--- src/hdl/stk_pkg.sv ---
package stk_pkg;

   // ****************************************************************
   // host i/o decode
   // ****************************************************************
   localparam logic [15:0] STK_DATA_PORT_BASE = 16'hFA80;
   localparam logic [15:0] STK_DATA_PORT_MASK = 16'hFF80;
   localparam int          STK_SERIAL_BIT     = 0;
   localparam int          STK_ENABLE_BIT     = 4;

   // ****************************************************************
   // command byte fields
   // ****************************************************************
   localparam int          STK_CMD_VALID_BIT  = 7;
   localparam int          STK_CMD_RAM_BIT    = 6;
   localparam int          STK_CMD_ADDR_LSB   = 1;
   localparam int          STK_CMD_ADDR_MSB   = 5;
   localparam int          STK_CMD_READ_BIT   = 0;
   localparam logic [4:0]  STK_BURST_ADDR     = 5'h1F;
   localparam logic [2:0]  STK_LAST_BIT       = 3'h7;

   // ****************************************************************
   // storage sizes
   // ****************************************************************
   localparam int          STK_RAM_BYTES      = 24;
   localparam int          STK_CLK_BYTES      = 8;

   // ****************************************************************
   // clock register indexes and command addresses
   // ****************************************************************
   localparam logic [7:0]  STK_CMD_SECONDS    = 8'h80;
   localparam logic [7:0]  STK_CMD_MINUTES    = 8'h82;
   localparam logic [7:0]  STK_CMD_HOURS      = 8'h84;
   localparam logic [7:0]  STK_CMD_DATE       = 8'h86;
   localparam logic [7:0]  STK_CMD_MONTH      = 8'h88;
   localparam logic [7:0]  STK_CMD_WEEKDAY    = 8'h8A;
   localparam logic [7:0]  STK_CMD_YEAR       = 8'h8C;
   localparam logic [7:0]  STK_CMD_WPROT      = 8'h8E;
   localparam logic [2:0]  STK_IDX_SEC        = 3'h0;
   localparam logic [2:0]  STK_IDX_MIN        = 3'h1;
   localparam logic [2:0]  STK_IDX_HOUR       = 3'h2;
   localparam logic [2:0]  STK_IDX_DATE       = 3'h3;
   localparam logic [2:0]  STK_IDX_MONTH      = 3'h4;
   localparam logic [2:0]  STK_IDX_WDAY       = 3'h5;
   localparam logic [2:0]  STK_IDX_YEAR       = 3'h6;
   localparam logic [2:0]  STK_IDX_WPROT      = 3'h7;

   // ****************************************************************
   // register fields
   // ****************************************************************
   localparam int          STK_HALT_BIT       = 7;
   localparam int          STK_MODE12_BIT     = 7;
   localparam int          STK_MERIDIEM_BIT   = 5;
   localparam int          STK_WLOCK_BIT      = 7;
   localparam logic [7:0]  STK_WPROT_MASK     = 8'h80;

   // ****************************************************************
   // reset values
   // ****************************************************************
   localparam logic [7:0]  STK_RST_SECONDS    = 8'h00;
   localparam logic [7:0]  STK_RST_MINUTES    = 8'h00;
   localparam logic [7:0]  STK_RST_HOURS      = 8'h00;
   localparam logic [7:0]  STK_RST_DATE       = 8'h01;
   localparam logic [7:0]  STK_RST_MONTH      = 8'h01;
   localparam logic [7:0]  STK_RST_WEEKDAY    = 8'h01;
   localparam logic [7:0]  STK_RST_YEAR       = 8'h00;
   localparam logic [7:0]  STK_RST_WPROT      = 8'h00;
   localparam logic [7:0]  STK_RST_RAM        = 8'h00;

   // ****************************************************************
   // timing
   // ****************************************************************
   localparam int          STK_CLK_MHZ        = 100;
   localparam int          STK_TICK_MS        = 1000;
   localparam int          STK_TICK_CYCLES    = STK_TICK_MS * 1000 * STK_CLK_MHZ;

   // ****************************************************************
   // types
   // ****************************************************************
   typedef enum logic [1:0] {
      STK_ST_CMD  = 2'b00,
      STK_ST_DATA = 2'b01,
      STK_ST_DONE = 2'b11
   } stk_state_t;

   typedef struct packed {
      logic [15:0] addr;
      logic        rd;
      logic        wr;
      logic [7:0]  wdata;
   } stk_io_req_t;

endpackage : stk_pkg

--- src/hdl/stk_timekeeper.sv ---
`timescale 1ns/100ps
`default_nettype none

module stk_timekeeper
   import stk_pkg::*;
#(
   parameter int unsigned TICK_CYCLES = STK_TICK_CYCLES
)(
   input  wire logic        clk_sys_i,
   input  wire logic        rst_n_i,
   input  wire stk_io_req_t io_req_i,
   input  wire logic        link_enable_i,
   output logic [7:0]       io_rdata_o
);

   // ****************************************************************
   // bcd helpers
   // ****************************************************************
   function automatic logic [8:0] bcd_step(input logic [7:0] v,
                                            input logic [7:0] max,
                                            input logic [7:0] min);
      logic [7:0] n;
      n = v;
      if (v >= max)
         return {1'b1, min};
      if (v[3:0] >= 4'h9)
         n = {v[7:4] + 4'h1, 4'h0};
      else
         n = {v[7:4], v[3:0] + 4'h1};
      return {1'b0, n};
   endfunction : bcd_step

   function automatic logic [7:0] month_end(input logic [7:0] mon,
                                            input logic [7:0] yr);
      logic leap;
      leap = yr[4] ? (yr[3:0] == 4'h2 || yr[3:0] == 4'h6)
                   : (yr[3:0] == 4'h0 || yr[3:0] == 4'h4 || yr[3:0] == 4'h8);
      case (mon)
         8'h02:   return leap ? 8'h29 : 8'h28;
         8'h04,
         8'h06,
         8'h09,
         8'h11:   return 8'h30;
         default: return 8'h31;
      endcase
   endfunction : month_end

   // ****************************************************************
   // storage and state
   // ****************************************************************
   logic [7:0]  tk_q [STK_CLK_BYTES];
   logic [7:0]  ram_q [STK_RAM_BYTES];
   stk_state_t  state_q;
   logic [7:0]  cmd_q;
   logic [2:0]  bit_q;
   logic [4:0]  idx_q;
   logic [4:0]  nbytes_q;
   logic [7:0]  sh_q;
   logic [7:0]  snap_q;
   logic [31:0] tick_q;
   logic [7:0]  rdata_q;

   logic        acc;
   logic        in_bit;
   logic [7:0]  cmd_d;
   logic        is_ram;
   logic        is_read;
   logic        burst;
   logic        idx_ok;
   logic [7:0]  cur_byte;
   logic        out_bit;
   logic [7:0]  wr_byte;
   logic        commit;
   logic        tick;

   // ****************************************************************
   // access decode
   // ****************************************************************
   always_comb
   begin
      acc    = link_enable_i && (io_req_i.rd || io_req_i.wr) &&
               ((io_req_i.addr & STK_DATA_PORT_MASK) == STK_DATA_PORT_BASE);
      in_bit = io_req_i.wr & io_req_i.wdata[STK_SERIAL_BIT];
      cmd_d  = {in_bit, cmd_q[7:1]};
   end

   assign is_ram  = cmd_q[STK_CMD_RAM_BIT];
   assign is_read = cmd_q[STK_CMD_READ_BIT];
   assign burst   = cmd_q[STK_CMD_ADDR_MSB:STK_CMD_ADDR_LSB] == STK_BURST_ADDR;

   // ****************************************************************
   // selected byte
   // ****************************************************************
   always_comb
   begin
      if (is_ram)
         idx_ok = idx_q < 5'(STK_RAM_BYTES);
      else
         idx_ok = idx_q < 5'(STK_CLK_BYTES);
      cur_byte = 8'h00;
      if (idx_ok && is_ram)
         cur_byte = ram_q[idx_q];
      else if (idx_ok)
         cur_byte = tk_q[idx_q[2:0]];
      if (!is_ram && idx_q[2:0] == STK_IDX_WPROT)
         cur_byte = cur_byte & STK_WPROT_MASK;
      out_bit = (bit_q == 3'h0) ? cur_byte[0] : snap_q[bit_q];
      wr_byte = {in_bit, sh_q[7:1]};
      commit  = acc && state_q == STK_ST_DATA && !is_read && bit_q == STK_LAST_BIT &&
                idx_ok && (!tk_q[STK_IDX_WPROT][STK_WLOCK_BIT] ||
                           (!is_ram && idx_q[2:0] == STK_IDX_WPROT));
   end

   // ****************************************************************
   // serial sequencer
   // ****************************************************************
   always_ff @(posedge clk_sys_i or negedge rst_n_i)
   begin
      if (!rst_n_i)
      begin
         state_q  <= STK_ST_CMD;
         cmd_q    <= 8'h00;
         bit_q    <= 3'h0;
         idx_q    <= 5'h00;
         nbytes_q <= 5'h00;
         sh_q     <= 8'h00;
         snap_q   <= 8'h00;
      end
      else if (!link_enable_i)
      begin
         state_q <= STK_ST_CMD;
         bit_q   <= 3'h0;
      end
      else if (acc)
      begin
         case (state_q)
            STK_ST_CMD:
            begin
               cmd_q <= cmd_d;
               bit_q <= bit_q + 3'h1;
               if (bit_q == STK_LAST_BIT)
               begin
                  state_q  <= cmd_d[STK_CMD_VALID_BIT] ? STK_ST_DATA : STK_ST_DONE;
                  nbytes_q <= 5'h00;
                  if (cmd_d[STK_CMD_ADDR_MSB:STK_CMD_ADDR_LSB] == STK_BURST_ADDR)
                     idx_q <= 5'h00;
                  else
                     idx_q <= cmd_d[STK_CMD_ADDR_MSB:STK_CMD_ADDR_LSB];
               end
            end
            STK_ST_DATA:
            begin
               bit_q <= bit_q + 3'h1;
               sh_q  <= wr_byte;
               if (bit_q == 3'h0)
                  snap_q <= cur_byte;
               if (bit_q == STK_LAST_BIT)
               begin
                  idx_q    <= idx_q + 5'h01;
                  nbytes_q <= nbytes_q + 5'h01;
                  if (!burst ||
                      nbytes_q == (is_ram ? 5'(STK_RAM_BYTES - 1) : 5'(STK_CLK_BYTES - 1)))
                     state_q <= STK_ST_DONE;
               end
            end
            STK_ST_DONE:
               state_q <= STK_ST_DONE;
            default:
               state_q <= STK_ST_DONE;
         endcase
      end
   end

   // ****************************************************************
   // read data return
   // ****************************************************************
   always_ff @(posedge clk_sys_i or negedge rst_n_i)
   begin
      if (!rst_n_i)
         rdata_q <= 8'h00;
      else if (acc && io_req_i.rd && state_q != STK_ST_DONE)
         rdata_q <= {7'h00, state_q == STK_ST_DATA && is_read && out_bit};
   end

   assign io_rdata_o = rdata_q;

   // ****************************************************************
   // general purpose ram
   // ****************************************************************
   always_ff @(posedge clk_sys_i or negedge rst_n_i)
   begin
      if (!rst_n_i)
      begin
         for (int i = 0; i < STK_RAM_BYTES; i++)
            ram_q[i] <= STK_RST_RAM;
      end
      else if (commit && is_ram)
         ram_q[idx_q] <= wr_byte;
   end

   // ****************************************************************
   // one second tick
   // ****************************************************************
   always_ff @(posedge clk_sys_i or negedge rst_n_i)
   begin
      if (!rst_n_i)
         tick_q <= 32'h0000_0000;
      else if (tk_q[STK_IDX_SEC][STK_HALT_BIT])
         tick_q <= 32'h0000_0000;
      else if (tick_q >= TICK_CYCLES - 1)
         tick_q <= 32'h0000_0000;
      else
         tick_q <= tick_q + 32'h0000_0001;
   end

   assign tick = !tk_q[STK_IDX_SEC][STK_HALT_BIT] && tick_q >= TICK_CYCLES - 1;

   // ****************************************************************
   // clock and calendar
   // ****************************************************************
   logic [7:0] nx [STK_CLK_BYTES];

   always_comb
   begin
      logic [8:0] r;
      logic       cy;
      logic [4:0] h;
      r  = 9'h000;
      cy = 1'b0;
      h  = 5'h00;
      for (int i = 0; i < STK_CLK_BYTES; i++)
         nx[i] = tk_q[i];
      r = bcd_step({1'b0, tk_q[STK_IDX_SEC][6:0]}, 8'h59, 8'h00);
      nx[STK_IDX_SEC] = {tk_q[STK_IDX_SEC][STK_HALT_BIT], r[6:0]};
      cy = r[8];
      if (cy)
      begin
         r  = bcd_step(tk_q[STK_IDX_MIN], 8'h59, 8'h00);
         nx[STK_IDX_MIN] = r[7:0];
         cy = r[8];
      end
      if (cy && tk_q[STK_IDX_HOUR][STK_MODE12_BIT])
      begin
         h  = tk_q[STK_IDX_HOUR][4:0];
         cy = 1'b0;
         if (h == 5'h11)
         begin
            nx[STK_IDX_HOUR] = tk_q[STK_IDX_HOUR] ^ 8'h23;
            cy = tk_q[STK_IDX_HOUR][STK_MERIDIEM_BIT];
         end
         else if (h == 5'h12)
            nx[STK_IDX_HOUR] = {tk_q[STK_IDX_HOUR][7:5], 5'h01};
         else
         begin
            r = bcd_step({3'h0, h}, 8'h12, 8'h01);
            nx[STK_IDX_HOUR] = {tk_q[STK_IDX_HOUR][7:5], r[4:0]};
         end
      end
      else if (cy)
      begin
         r  = bcd_step({2'h0, tk_q[STK_IDX_HOUR][5:0]}, 8'h23, 8'h00);
         nx[STK_IDX_HOUR] = {tk_q[STK_IDX_HOUR][7:6], r[5:0]};
         cy = r[8];
      end
      if (cy)
      begin
         r = bcd_step(tk_q[STK_IDX_WDAY], 8'h07, 8'h01);
         nx[STK_IDX_WDAY] = r[7:0];
         r  = bcd_step(tk_q[STK_IDX_DATE],
                       month_end(tk_q[STK_IDX_MONTH], tk_q[STK_IDX_YEAR]), 8'h01);
         nx[STK_IDX_DATE] = r[7:0];
         cy = r[8];
      end
      if (cy)
      begin
         r  = bcd_step(tk_q[STK_IDX_MONTH], 8'h12, 8'h01);
         nx[STK_IDX_MONTH] = r[7:0];
         cy = r[8];
      end
      if (cy)
      begin
         r = bcd_step(tk_q[STK_IDX_YEAR], 8'h99, 8'h00);
         nx[STK_IDX_YEAR] = r[7:0];
      end
   end

   always_ff @(posedge clk_sys_i or negedge rst_n_i)
   begin
      if (!rst_n_i)
      begin
         tk_q[STK_IDX_SEC]   <= STK_RST_SECONDS;
         tk_q[STK_IDX_MIN]   <= STK_RST_MINUTES;
         tk_q[STK_IDX_HOUR]  <= STK_RST_HOURS;
         tk_q[STK_IDX_DATE]  <= STK_RST_DATE;
         tk_q[STK_IDX_MONTH] <= STK_RST_MONTH;
         tk_q[STK_IDX_WDAY]  <= STK_RST_WEEKDAY;
         tk_q[STK_IDX_YEAR]  <= STK_RST_YEAR;
         tk_q[STK_IDX_WPROT] <= STK_RST_WPROT;
      end
      else if (commit && !is_ram)
      begin
         // host write wins over a tick in the same cycle
         if (idx_q[2:0] == STK_IDX_WPROT)
            tk_q[STK_IDX_WPROT] <= wr_byte & STK_WPROT_MASK;
         else
            tk_q[idx_q[2:0]] <= wr_byte;
      end
      else if (tick)
      begin
         for (int i = 0; i < STK_CLK_BYTES; i++)
            tk_q[i] <= nx[i];
      end
   end

endmodule : stk_timekeeper

`default_nettype wire

--- config.mk ---
export PLATFORM = sky130hd
export DESIGN_NAME = stk_timekeeper
export DESIGN_NICKNAME = d
export VERILOG_FILES = /design/src/hdl/stk_pkg.sv /design/src/hdl/stk_timekeeper.sv
export SDC_FILE = /design/constraint.sdc
export NUM_CORES = 1
export LEC_CHECK = 0
export BUFFER_PORTS_ARGS = -buffer_cell sky130_fd_sc_hd__buf_2
export CORE_ASPECT_RATIO = 0.7
export CORE_MARGIN = 2
export CORE_UTILIZATION = 30
export DETAILED_ROUTE_END_ITERATION = 16
export PLACE_DENSITY = 0.46
export SLEW_MARGIN = 0
export SYNTH_ARGS = -nofsm -noshare
export SYNTH_HDL_FRONTEND = slang
export SYNTH_SLANG_ARGS = --single-unit
--- constraint.sdc ---
create_clock -name clk_sys_i -period 2.97 [get_ports clk_sys_i]
set_input_delay 0.4455 -clock clk_sys_i [delete_from_list [all_inputs] [get_ports clk_sys_i]]
set_output_delay 0.4455 -clock clk_sys_i [all_outputs]
set_load 0.03 [all_outputs]
==> impl_metrics.yaml, run 1 <==
run_status:
  status: "complete, but fails checks"
  violations: "setup timing"
synth:
  syn_avg_cell_area_um2: 11.1
  synth_top_family_by_area: "compound AO/OA/AOI/OAI gates"
  ys_warn_count: 0
  synth_cell_types: 86
  syn_area_mm2: 0.0171
  synth_compound_area_share_pct: 15.9
  yosysSeqAreaShare_pct: 48.0
  async_flop_share_pct: 100
  synth_edf_count: 0
  synthFlopType: "dfrtp_1"
  synthAdderAreaFrac_pct: 3.96
  yosys-mux-area-fraction_pct: 14.9
  synth-simple-area-share_pct: 12.4
  synth-seq-cells: 327
  synth-xor-area-share_pct: 1.49
  synthCells: 1544
clock_network:
  cts_root_buffer: "clkbuf_16"
  clk_pin_slew_ns: 0.06
  cts_buffers: 37
  insertion_delay_ns: 0.56
  cts.sinks: 327
  cts_buffer_depth: 3
  cts_tree: "done"
  htreeDepth: 2
detailed_routing:
  wl_met2_um: 21500
  wire_per_inst_um: 22.0
  drc: 0
  wl_met3_um: 3410
  top_layer: "met4"
  via_per_inst: 5.38
  via_count: 13100
  met1_length_um: 27800
  drt_iter0_markers: 1221
  wl_um: 53400
  final_antenna_net_count: 0
  dr.pass1.iters: 5
sta:
  period_needed_ns: 3.20
  finalCritPeriodShare_pct: 108
  max_slew.worst_pin.slew_ns: 0.899
  fin_hold_ws_ns: 0.180
  fmax_ghz: 0.312
  setup_viol: 17
  report.final.slew_viol_count: 0
  setup_slack_ns: -0.232
  relSlewSlack_pct: 40.1
  hold_viol: 0
  rsz0062_at_grt: "true"
  fin_skew_ns: 0.0276
  finalSetupTns_ns: -2.92
power_and_ir_drop:
  sw_frac_of_total_pct: 22.3
  p_int_uw: 7290
  total_leakage_power_uw: 0.00909
  seq_power_share_pct: 47.5
  p_per_area_mw_per_mm2: 450
  combPwrFrac_pct: 1.7
  switchingPower_uw: 2100
  irDropWorstVdd_mv: 0.276
  clockPowerShare_pct: 50.8
global_routing:
  grt_pass1_vias: 12800
  overflow: 0
  grt_use_total_pct: 18.3
  antenna_found_initial: 0
  grt_pass1_wl_um: 81900
  grt_start_max_net_pins: 79
placed_design:
  placedCellCount: 2349
  portBuffers: 15
  place.detailed.hpwl_um: 35200
  gp_congestion: 0.832
setup_path:
  cp_max_fo: 8
  crit_buf_inv: 4
  crit_arrival_ns: 3.68
  worstPathCellList: "inv_4, ha_4, o211ai_1, a21oi_1, o21ai_2, mux2_4, ha_4, nor4b_4, o211ai_1, o221ai_1, nor4_2, buf_4, buf_4, o22ai_4, buf_6, nand2_1, o21ai_1"
  cp_slowest_cell: "dfstp_2"
  cp-end-kind: "flip-flop"
  crit_family: "compound AO/OA/AOI/OAI gates"
  rrSetupSlack_ns: -0.23
  max_stage_delay_ns: 0.60
  startpoint_type: "flip-flop"
  crit_required_ns: 3.45
  crit_type: "reg2reg"
layout:
  synthToLayoutAreaGrowth_pct: 22.1
  final_core_util_pct: 36.9
  layout-drive-gt1-share_pct: 31.4
  layout_commonest_cell: "dfrtp_1"
  fin_cells: 2430
  layout_common_cells: "322 x dfrtp_1, 209 x mux2_2, 110 x a22oi_1, 99 x buf_4, 78 x nor2_1"
  n_fill_cell: 5511
  fin_nets: 1735
  diodes: 0
worst_hold_path:
  hp-class: "in2reg"
floorplan:
  fp.dieH_um: 204
  die_area_mm2: 0.0589
  core_mm2: 0.0565
  die_w_um: 289
  num_rows: 73
  start_util_pct: 30.2
  io_pins: 37
flow_run:
  drv_cap: 0
logic make-up after synthesis:
kind of cell	count (synthesis)
compound gates	389
simple gates	373
flops	327
mux	224
buf+inv	147
fa+ha+maj	54
xor+xnor	29
other cells	1
area by class of cell:
cell class | count | area (um2) | area share (%)
flip-flops and latches | 327 | 8190 | 39.3
multi-input cells | 1081 | 8580 | 41.2
clock inverters | 16 | 223 | 1.07
well taps | 750 | 938 | 4.50
repair buffers | 161 | 1720 | 8.26
inverters | 44 | 168 | 0.804
clock buffers | 51 | 1030 | 4.93
worst paths after layout:
| kind | start | to | cells after the start |
|---|---|---|---|
| setup / recovery | tk_q[24]$_DFFE_PN1P_ | tk_q[24]$_DFFE_PN1P_ | 17 |
| hold / removal | link_enable_i | state_q[0]$_DFFE_PN0P_ | 2 |
| setup reg to reg | tk_q[24]$_DFFE_PN1P_ | tk_q[24]$_DFFE_PN1P_ | 17 |
| hold reg to reg | io_rdata_o[0]$_DFFE_PN0P_ | io_rdata_o[0]$_DFFE_PN0P_ | 1 |
| max in group asynchronous | rst_n_i | ram_q[141]$_DFFE_PN0P_ | 3 |
| min in group asynchronous | rst_n_i | tick_q[6]$_DFF_PN0_ | 2 |
cell usage after synthesis (7+ instances only):
master | instances | area, um2
ha_1 | 54 | 676
nand3_1 | 42 | 210
and2_1 | 12 | 75.1
xor2_1 | 18 | 158
and3_1 | 18 | 113
nor4_1 | 8 | 50.1
o31ai_1 | 15 | 113
a221oi_1 | 19 | 166
a22oi_1 | 111 | 833
nor3_1 | 20 | 100
a21oi_1 | 58 | 290
mux2i_1 | 10 | 100
a311oi_1 | 7 | 61.3
nand2_1 | 67 | 251
mux2_2 | 210 | 2360
nor2_1 | 81 | 304
buf_2 | 13 | 65.1
nor2_4 | 21 | 236
clkbuf_1 | 70 | 263
buf_4 | 8 | 60.1
a31oi_1 | 14 | 87.6
and4_1 | 8 | 70.1
o211ai_1 | 8 | 60.1
xnor2_1 | 11 | 96.3
nand3b_1 | 7 | 52.6
buf_1 | 12 | 45.0
nand4_1 | 25 | 156
nor3b_1 | 11 | 82.6
o21ai_0 | 72 | 360
inv_1 | 44 | 165
a22o_1 | 12 | 105
o21ai_1 | 13 | 65.1
dfrtp_1 | 324 | 8110
nor2_2 | 7 | 43.8
power by group through the flow:
stage          Clock (uW)  Sequential, uW  Combinational (uW)
3_5_place_dp            0            4540                 164
5_1_grt              5110            4460                 183
3_3_place_gp            0            4540                 163
6_report             4760            4460                 158
4_1_cts              4940            4460                 166
2_1_floorplan           0            4540                37.6
per-stage QoR:
stage	setup slack [ns]	instance area (um2)	power, uW
floorplan	0.0166	17100	4580
global placement	-0.304	19200	4710
detailed placement	-0.317	19200	4710
CTS	-0.167	20700	9560
global route	-0.372	20900	9750
finish	-0.232	20900	9380
layer usage:
layer  up-vias  global-route usage (%)
met1      6716                    29.5
met3        58                    3.41
li1       5943                       -
met2       351                    24.9
met4         0                    3.70
met5         -                       0
sequential cells by signal, summed over array words and instances (netlist names):
signal / flops
state_q: 2
cmd_q: 8
tick_q: 32
bit_q: 3
tk_q: 55
idx_q: 5
sh_q: 7
nbytes_q: 5
snap_q: 8
ram_q: 192
io_rdata_o: 1
nx: 9
repair_timing:
item / in CTS / in global routing
resized for setup: 38 / 21
hold endpoints to repair: 46 / 0
hold buffers: 1 / 0
pin swaps: 23 / 18
setup endpoints to repair: 22 / 76
setup buffers: 5 / 7
cloned: 1 / 0
Power figures use the tool's default switching activity.
==> run 2: changes to the inputs <==
- CORE_UTILIZATION: 30 -> 50
- PLACE_DENSITY: 0.46 -> 0.68
==> run 2 against run 1 <==
Against the previous run: the run still ends with setup timing left; hold slack improved by 0.032 ns; die area fell by 39%; worst setup slack improved by 0.018 ns; via count rose by 1.4%; cell area fell by 4.1%; non-clock buffer count fell by 10; critical path type unchanged; largest cell class unchanged; largest power group is now registers.
==> impl_metrics.yaml, run 2 (synthesis gave the netlist of run 1 again) <==
run_status:
  status: "complete, but fails checks"
  violations: "setup timing"
setup_path:
  r2r_end: "tk_q[14]$_DFFE_PN0P_"
  cp_max_fo: 12
  rrSetupSlack_ns: -0.21
  cp-end-kind: "flip-flop"
  crit_arrival_ns: 3.60
  crit_required_ns: 3.38
  cpMostUsedCell: "ha_4"
  crit_family: "compound AO/OA/AOI/OAI gates"
  startpoint_type: "flip-flop"
  cp_slowest_cell: "mux2_4"
  crit_type: "reg2reg"
  max_stage_delay_ns: 0.39
  reg2reg_from: "tk_q[28]$_DFFE_PN0P_"
  worstPathCellList: "inv_1, ha_4, nor2b_4, nand4b_1, mux2_4, ha_4, nor4b_4, o211ai_1, o221ai_2, nor4_4, buf_4, o21ai_4, buf_12, o31ai_1, o21ai_1"
  r2r_cells: 15
  crit_buf_inv: 3
layout:
  layout_common_cells: "324 x dfrtp_1, 209 x mux2_2, 111 x a22oi_1, 111 x buf_4, 79 x nor2_1"
  layout-drive-gt1-share_pct: 30.4
  diodes: 0
  synthToLayoutAreaGrowth_pct: 17.1
  final_core_util_pct: 59.6
  fin_nets: 1722
  top_register: "ram_q"
  fin_cells: 2097
  layout_commonest_cell: "dfrtp_1"
  reg_top3: "ram_q (192), tk_q (55), tick_q (32)"
  largest_register_ffs: 192
global_routing:
  grt_use_met2_pct: 39.7
  antenna_found_initial: 0
  grt_start_max_net_pins: 73
  grt_use_total_pct: 27.6
  top_usage_layer: "met1"
  grtUsageMet3_pct: 7.75
  grt_pass1_wl_um: 75400
  grt_pass1_vias: 12900
  grt_use_met1_pct: 41.2
  overflow: 0
power_and_ir_drop:
  clockPowerShare_pct: 49.0
  finalPower_uw: 9060
  seq_power_share_pct: 49.2
  total_leakage_power_uw: 0.00891
  switchingPower_uw: 1900
  sw_frac_of_total_pct: 21.0
  p_per_area_mw_per_mm2: 453
  p_int_uw: 7160
  combPwrFrac_pct: 1.8
  irDropWorstVdd_mv: 0.401
floorplan:
  num_rows: 56
  die_area_mm2: 0.0357
  die_w_um: 225
  io_pins: 37
  core_mm2: 0.0336
  start_util_pct: 50.9
  fp.dieH_um: 159
detailed_routing:
  drc: 0
  via_count: 13300
  dr.pass1.iters: 5
  drt_iter0_markers: 1411
  via_per_inst: 6.32
  final_antenna_net_count: 0
  wl_um: 48900
  wire_per_inst_um: 23.3
clock_network:
  cts.sinks: 327
  insertion_delay_ns: 0.53
  cts_tree: "done"
  cts_buffers: 34
  cts_buffer_depth: 3
  htreeDepth: 2
  cts_root_buffer: "clkbuf_16"
  clk_pin_slew_ns: 0.06
flow_run:
  drv_cap: 0
placed_design:
  place.detailed.hpwl_um: 32400
  pre_cts_slack_ns: -0.383
  placedCellCount: 2017
  gp_congestion: 0.912
  portBuffers: 15
sta:
  fin_skew_ns: 0.0212
  finalCritPeriodShare_pct: 107
  report.final.slew_viol_count: 0
  max_slew.worst_pin.slew_ns: 0.989
  setup_viol: 22
  relSlewSlack_pct: 34.1
  period_needed_ns: 3.18
  rsz0062_at_grt: "true"
  hold_viol: 0
  fmax_ghz: 0.314
  setup_slack_ns: -0.215
  finalSetupTns_ns: -3.21
worst_hold_path:
  hp-class: "in2reg"
  hold_depth: 2
  holdCritStartpoint: "link_enable_i"
  worst_hold_path.endpoint: "state_q[1]$_DFFE_PN0P_"
## run 2: timing repair
| item | 4_1_cts | 5_1_grt |
|---|---|---|
| setup endpoints to repair | 23 | 195 |
| hold buffers | 1 | 0 |
| setup buffers | 5 | 16 |
| pin swaps | 12 | 22 |
| hold endpoints to repair | 63 | 0 |
| resized for setup | 31 | 22 |
## run 2: layer usage
layer	routed length (um)	vias up
met2	20500	535
met3	4700	72
met1	22900	6723
met4	807	0
met5	0	-
li1	-	5925
## run 2: worst max path at each step
stage | from | endpoint | slack [ns] | depth (start not counted)
global placement | tk_q[24]$_DFFE_PN1P_ | tk_q[37]$_DFFE_PN0P_ | -0.32 | 15
floorplan | tk_q[24]$_DFFE_PN1P_ | tk_q[27]$_DFFE_PN0P_ | 0.02 | 15
global route | tk_q[24]$_DFFE_PN1P_ | tk_q[15]$_DFFE_PN0P_ | -0.41 | 16
CTS | tk_q[24]$_DFFE_PN1P_ | tk_q[15]$_DFFE_PN0P_ | -0.15 | 16
detailed placement | tk_q[24]$_DFFE_PN1P_ | tk_q[37]$_DFFE_PN0P_ | -0.38 | 15
finish | tk_q[28]$_DFFE_PN0P_ | tk_q[14]$_DFFE_PN0P_ | -0.21 | 15
## run 2: cell type report
class | instances | area [um2]
Tap cell | 435 | 544
Timing Repair Buffer | 151 | 1380
Clock inverter | 9 | 151
Sequential cell | 327 | 8190
Multi-Input combinational cell | 1081 | 8570
Fill cell | 2690 | 13600
Inverter | 44 | 165
Clock buffer | 50 | 992
## run 2: power groups by stage
stage	registers [uW]	clock network [uW]	logic, uW
after floorplan	4540	0	37.6
after global placement	4540	0	162
after detailed placement	4540	0	164
after CTS	4460	4520	166
after global routing	4460	4680	185
final	4460	4440	163
## run 2: metrics by stage
stage | instance area [um2] | hold WS (ns)
final | 20000 | 0.212
after global routing | 20000 | 0.223
after CTS | 19600 | 0.200
after detailed placement | 18300 | 0.466
after global placement | 18300 | 0.460
after floorplan | 17100 | 0.150
==> run 3: changes to the inputs <==
- ABC_AREA: unset -> 1
- CAP_MARGIN: unset -> 40
==> run 3 against run 2 <==
Against the previous run: final cell count up 33%; the flow now finishes without violations; sequential cell count unchanged; highest routed layer unchanged; via count up 18%.
==> impl_metrics.yaml, run 3 <==
floorplan:
  fp.dieH_um: 160
  core_mm2: 0.0344
  io_pins: 37
  start_util_pct: 50.4
  die_area_mm2: 0.0363
  die_w_um: 227
  num_rows: 57
flow_run:
  drv_cap: 0
sta:
  fin_skew_ns: 0.0219
  relSlewSlack_pct: 50.9
  finalSetupTns_ns: 0
  rsz0062_at_grt: "true"
  fin_hold_ws_ns: 0.231
  finalCritPeriodShare_pct: 95.8
  setup_viol: 0
  period_needed_ns: 2.84
  report.final.slew_viol_count: 0
  max_slew.worst_pin.slew_ns: 0.736
  fmax_ghz: 0.352
  hold_viol: 0
layout:
  top_register: "ram_q"
  diodes: 0
  layout_commonest_cell: "nand2_1"
  fin_nets: 2381
  largest_register_ffs: 192
  synthToLayoutAreaGrowth_pct: 12.2
  reg_top3: "ram_q (192), tk_q (55), tick_q (32)"
  layout_common_cells: "804 x nand2_1, 323 x dfrtp_1, 292 x o21ai_0, 163 x inv_1, 123 x nor2_1"
  layout-drive-gt1-share_pct: 8.44
global_routing:
  antenna_found_initial: 0
  grt_start_max_net_pins: 78
  grt_pass1_wl_um: 81300
  grt_pass1_vias: 14600
  overflow: 0
  grt_use_total_pct: 28.7
clock_network:
  cts_root_buffer: "clkbuf_16"
  cts_buffers: 35
  cts_buffer_depth: 3
  insertion_delay_ns: 0.56
  clk_pin_slew_ns: 0.06
  cts_tree: "done"
  cts.sinks: 327
  htreeDepth: 2
placed_design:
  place.detailed.hpwl_um: 35000
  gp_congestion: 0.961
  portBuffers: 15
synth:
  synth_common_cells: "806 x nand2_1, 324 x dfrtp_1, 296 x o21ai_0"
  async_flop_share_pct: 100
  synthTopCellsByArea: "dfrtp_1 47%, nand2_1 17%, o21ai_0 8.5%, ha_1 3.9%, inv_1 3.6%"
  synth.largest_area_cell: "dfrtp_1"
  syn_avg_cell_area_um2: 7.67
  yosysSeqAreaShare_pct: 47.1
  synthFlopType: "dfrtp_1"
  synth_most_common_cell: "nand2_1"
  synth_edf_count: 0
  synth_top_area_share_pct: 46.7
  syn_area_mm2: 0.0174
  synth_cell_types: 54
  synth-seq-cells: 327
  ys_warn_count: 0
  synthCells: 2265
detailed_routing:
  wire_per_inst_um: 18.3
  final_antenna_net_count: 0
  drc: 0
  via_per_inst: 5.59
  dr.pass1.iters: 6
  drt_iter0_markers: 1691
  via_count: 15600
  wl_um: 51000
setup_path:
  crit_required_ns: 3.40
  cp_max_fo: 4
  crit_type: "reg2reg"
  startpoint_type: "flip-flop"
  crit_arrival_ns: 3.28
  cp-end-kind: "flip-flop"
power_and_ir_drop:
  total_leakage_power_uw: 0.00933
  irDropWorstVdd_mv: 0.437
  p_per_area_mw_per_mm2: 501
run_status:
  status: "finished, final reports clean"
worst_hold_path:
  hp-class: "in2reg"
-- run 3: cell types whose count changed in the layout (fill, tap and decap cells not counted), sizes merged, moves of 18 or more --
cell    before  now
a221oi      19    1
a22oi      112   13
buf        150   85
inv         45  174
mux2       212    0
nand2       71  813
nand3       42   87
nand4       25   63
nor2       109  140
o21ai       86  312
o22ai        7   29
-- run 3: critical path: stages, from the launching register on --
cell,delay [ns]
dfstp_2,0.56
buf_6,0.10
ha_1,0.14
inv_1,0.06
o21ai_1,0.13
a32oi_1,0.10
buf_4,0.15
nand2_1,0.05
inv_1,0.04
ha_1,0.27
nand3_2,0.09
a21o_1,0.18
nand3b_1,0.16
nand3_2,0.16
nand2_4,0.12
nand4_1,0.23
nand2_1,0.14
nand2_1,0.06
-- run 3: routing by layer --
metal | routed length [um] | GRT usage, % | vias to the layer above
met5 | 0 | 0 | -
met4 | 971 | 6.34 | 0
met3 | 5520 | 7.43 | 78
met2 | 20700 | 39.8 | 638
met1 | 23900 | 44.6 | 7471
li1 | - | - | 7445
-- run 3: layout make-up --
type	count	area [um2]
clock buffer	50	992
clock inverter	11	121
fill	3206	15000
inverter	174	659
multi-input combinational	1674	8220
sequential	327	8190
tap	472	591
timing repair buffer	86	712
-- run 3: metrics by stage --
step / setup slack (ns) / std cells / utilization (%) / cell area (um2) / power, uW
3_3_place_gp: 0.0429 / 2726 / 52.9 / 18200 / 5470
4_1_cts: -0.000196 / 2789 / 56.2 / 19400 / 9810
5_1_grt: -0.101 / 2794 / 56.6 / 19500 / 10100
3_5_place_dp: -0.0205 / 2726 / 52.9 / 18200 / 5490
2_1_floorplan: 0.317 / 2276 / - / 17400 / 5210
6_report: 0.126 / 2794 / 56.6 / 19500 / 9770
-- run 3: timing repair --
item	CTS	global route
resized for setup	2	26
hold buffers	1	0
pin swaps	1	14
buffers inserted	0	5
cloned	1	0
setup endpoints to repair	12	23
endpoints found under the hold margin	73	0
-- run 3: kinds of logic (layout without fill, tap and decap cells) --
logic type	count (synthesis)	in the layout	share of synthesized area [%]
flops	327	327	47.1
other cells	1	12	0.0216
fa+ha+maj	54	54	3.89
compound gates	447	447	14.1
simple gates	1128	1129	27.0
buf+inv	276	321	6.30
xor+xnor	32	32	1.61
-- run 3: report_power, final --
group	internal (uW)	leakage (uW)	total [uW]	switching [uW]
clock	2440	0.000551	4340	1900
sequential	4550	0.00441	4640	93.1
combinational	252	0.00437	786	534
-- run 3: path summary, 6_finish.rpt --
kind / startpoint / endpoint / slack (ns) / cells past startpoint
max in group asynchronous: rst_n_i / cmd_q[2]$_DFFE_PN0P_ / 1.60 / 3
worst max register to register: tk_q[24]$_DFFE_PN1P_ / tk_q[30]$_DFFE_PN0P_ / 0.13 / 17
worst max-delay path: tk_q[24]$_DFFE_PN1P_ / tk_q[30]$_DFFE_PN0P_ / 0.13 / 17
worst min register to register: tick_q[0]$_DFF_PN0_ / tick_q[0]$_DFF_PN0_ / 0.47 / 1
worst min-delay path: link_enable_i / state_q[1]$_DFFE_PN0P_ / 0.23 / 3
min in group asynchronous: rst_n_i / ram_q[22]$_DFFE_PN0P_ / 0.47 / 2
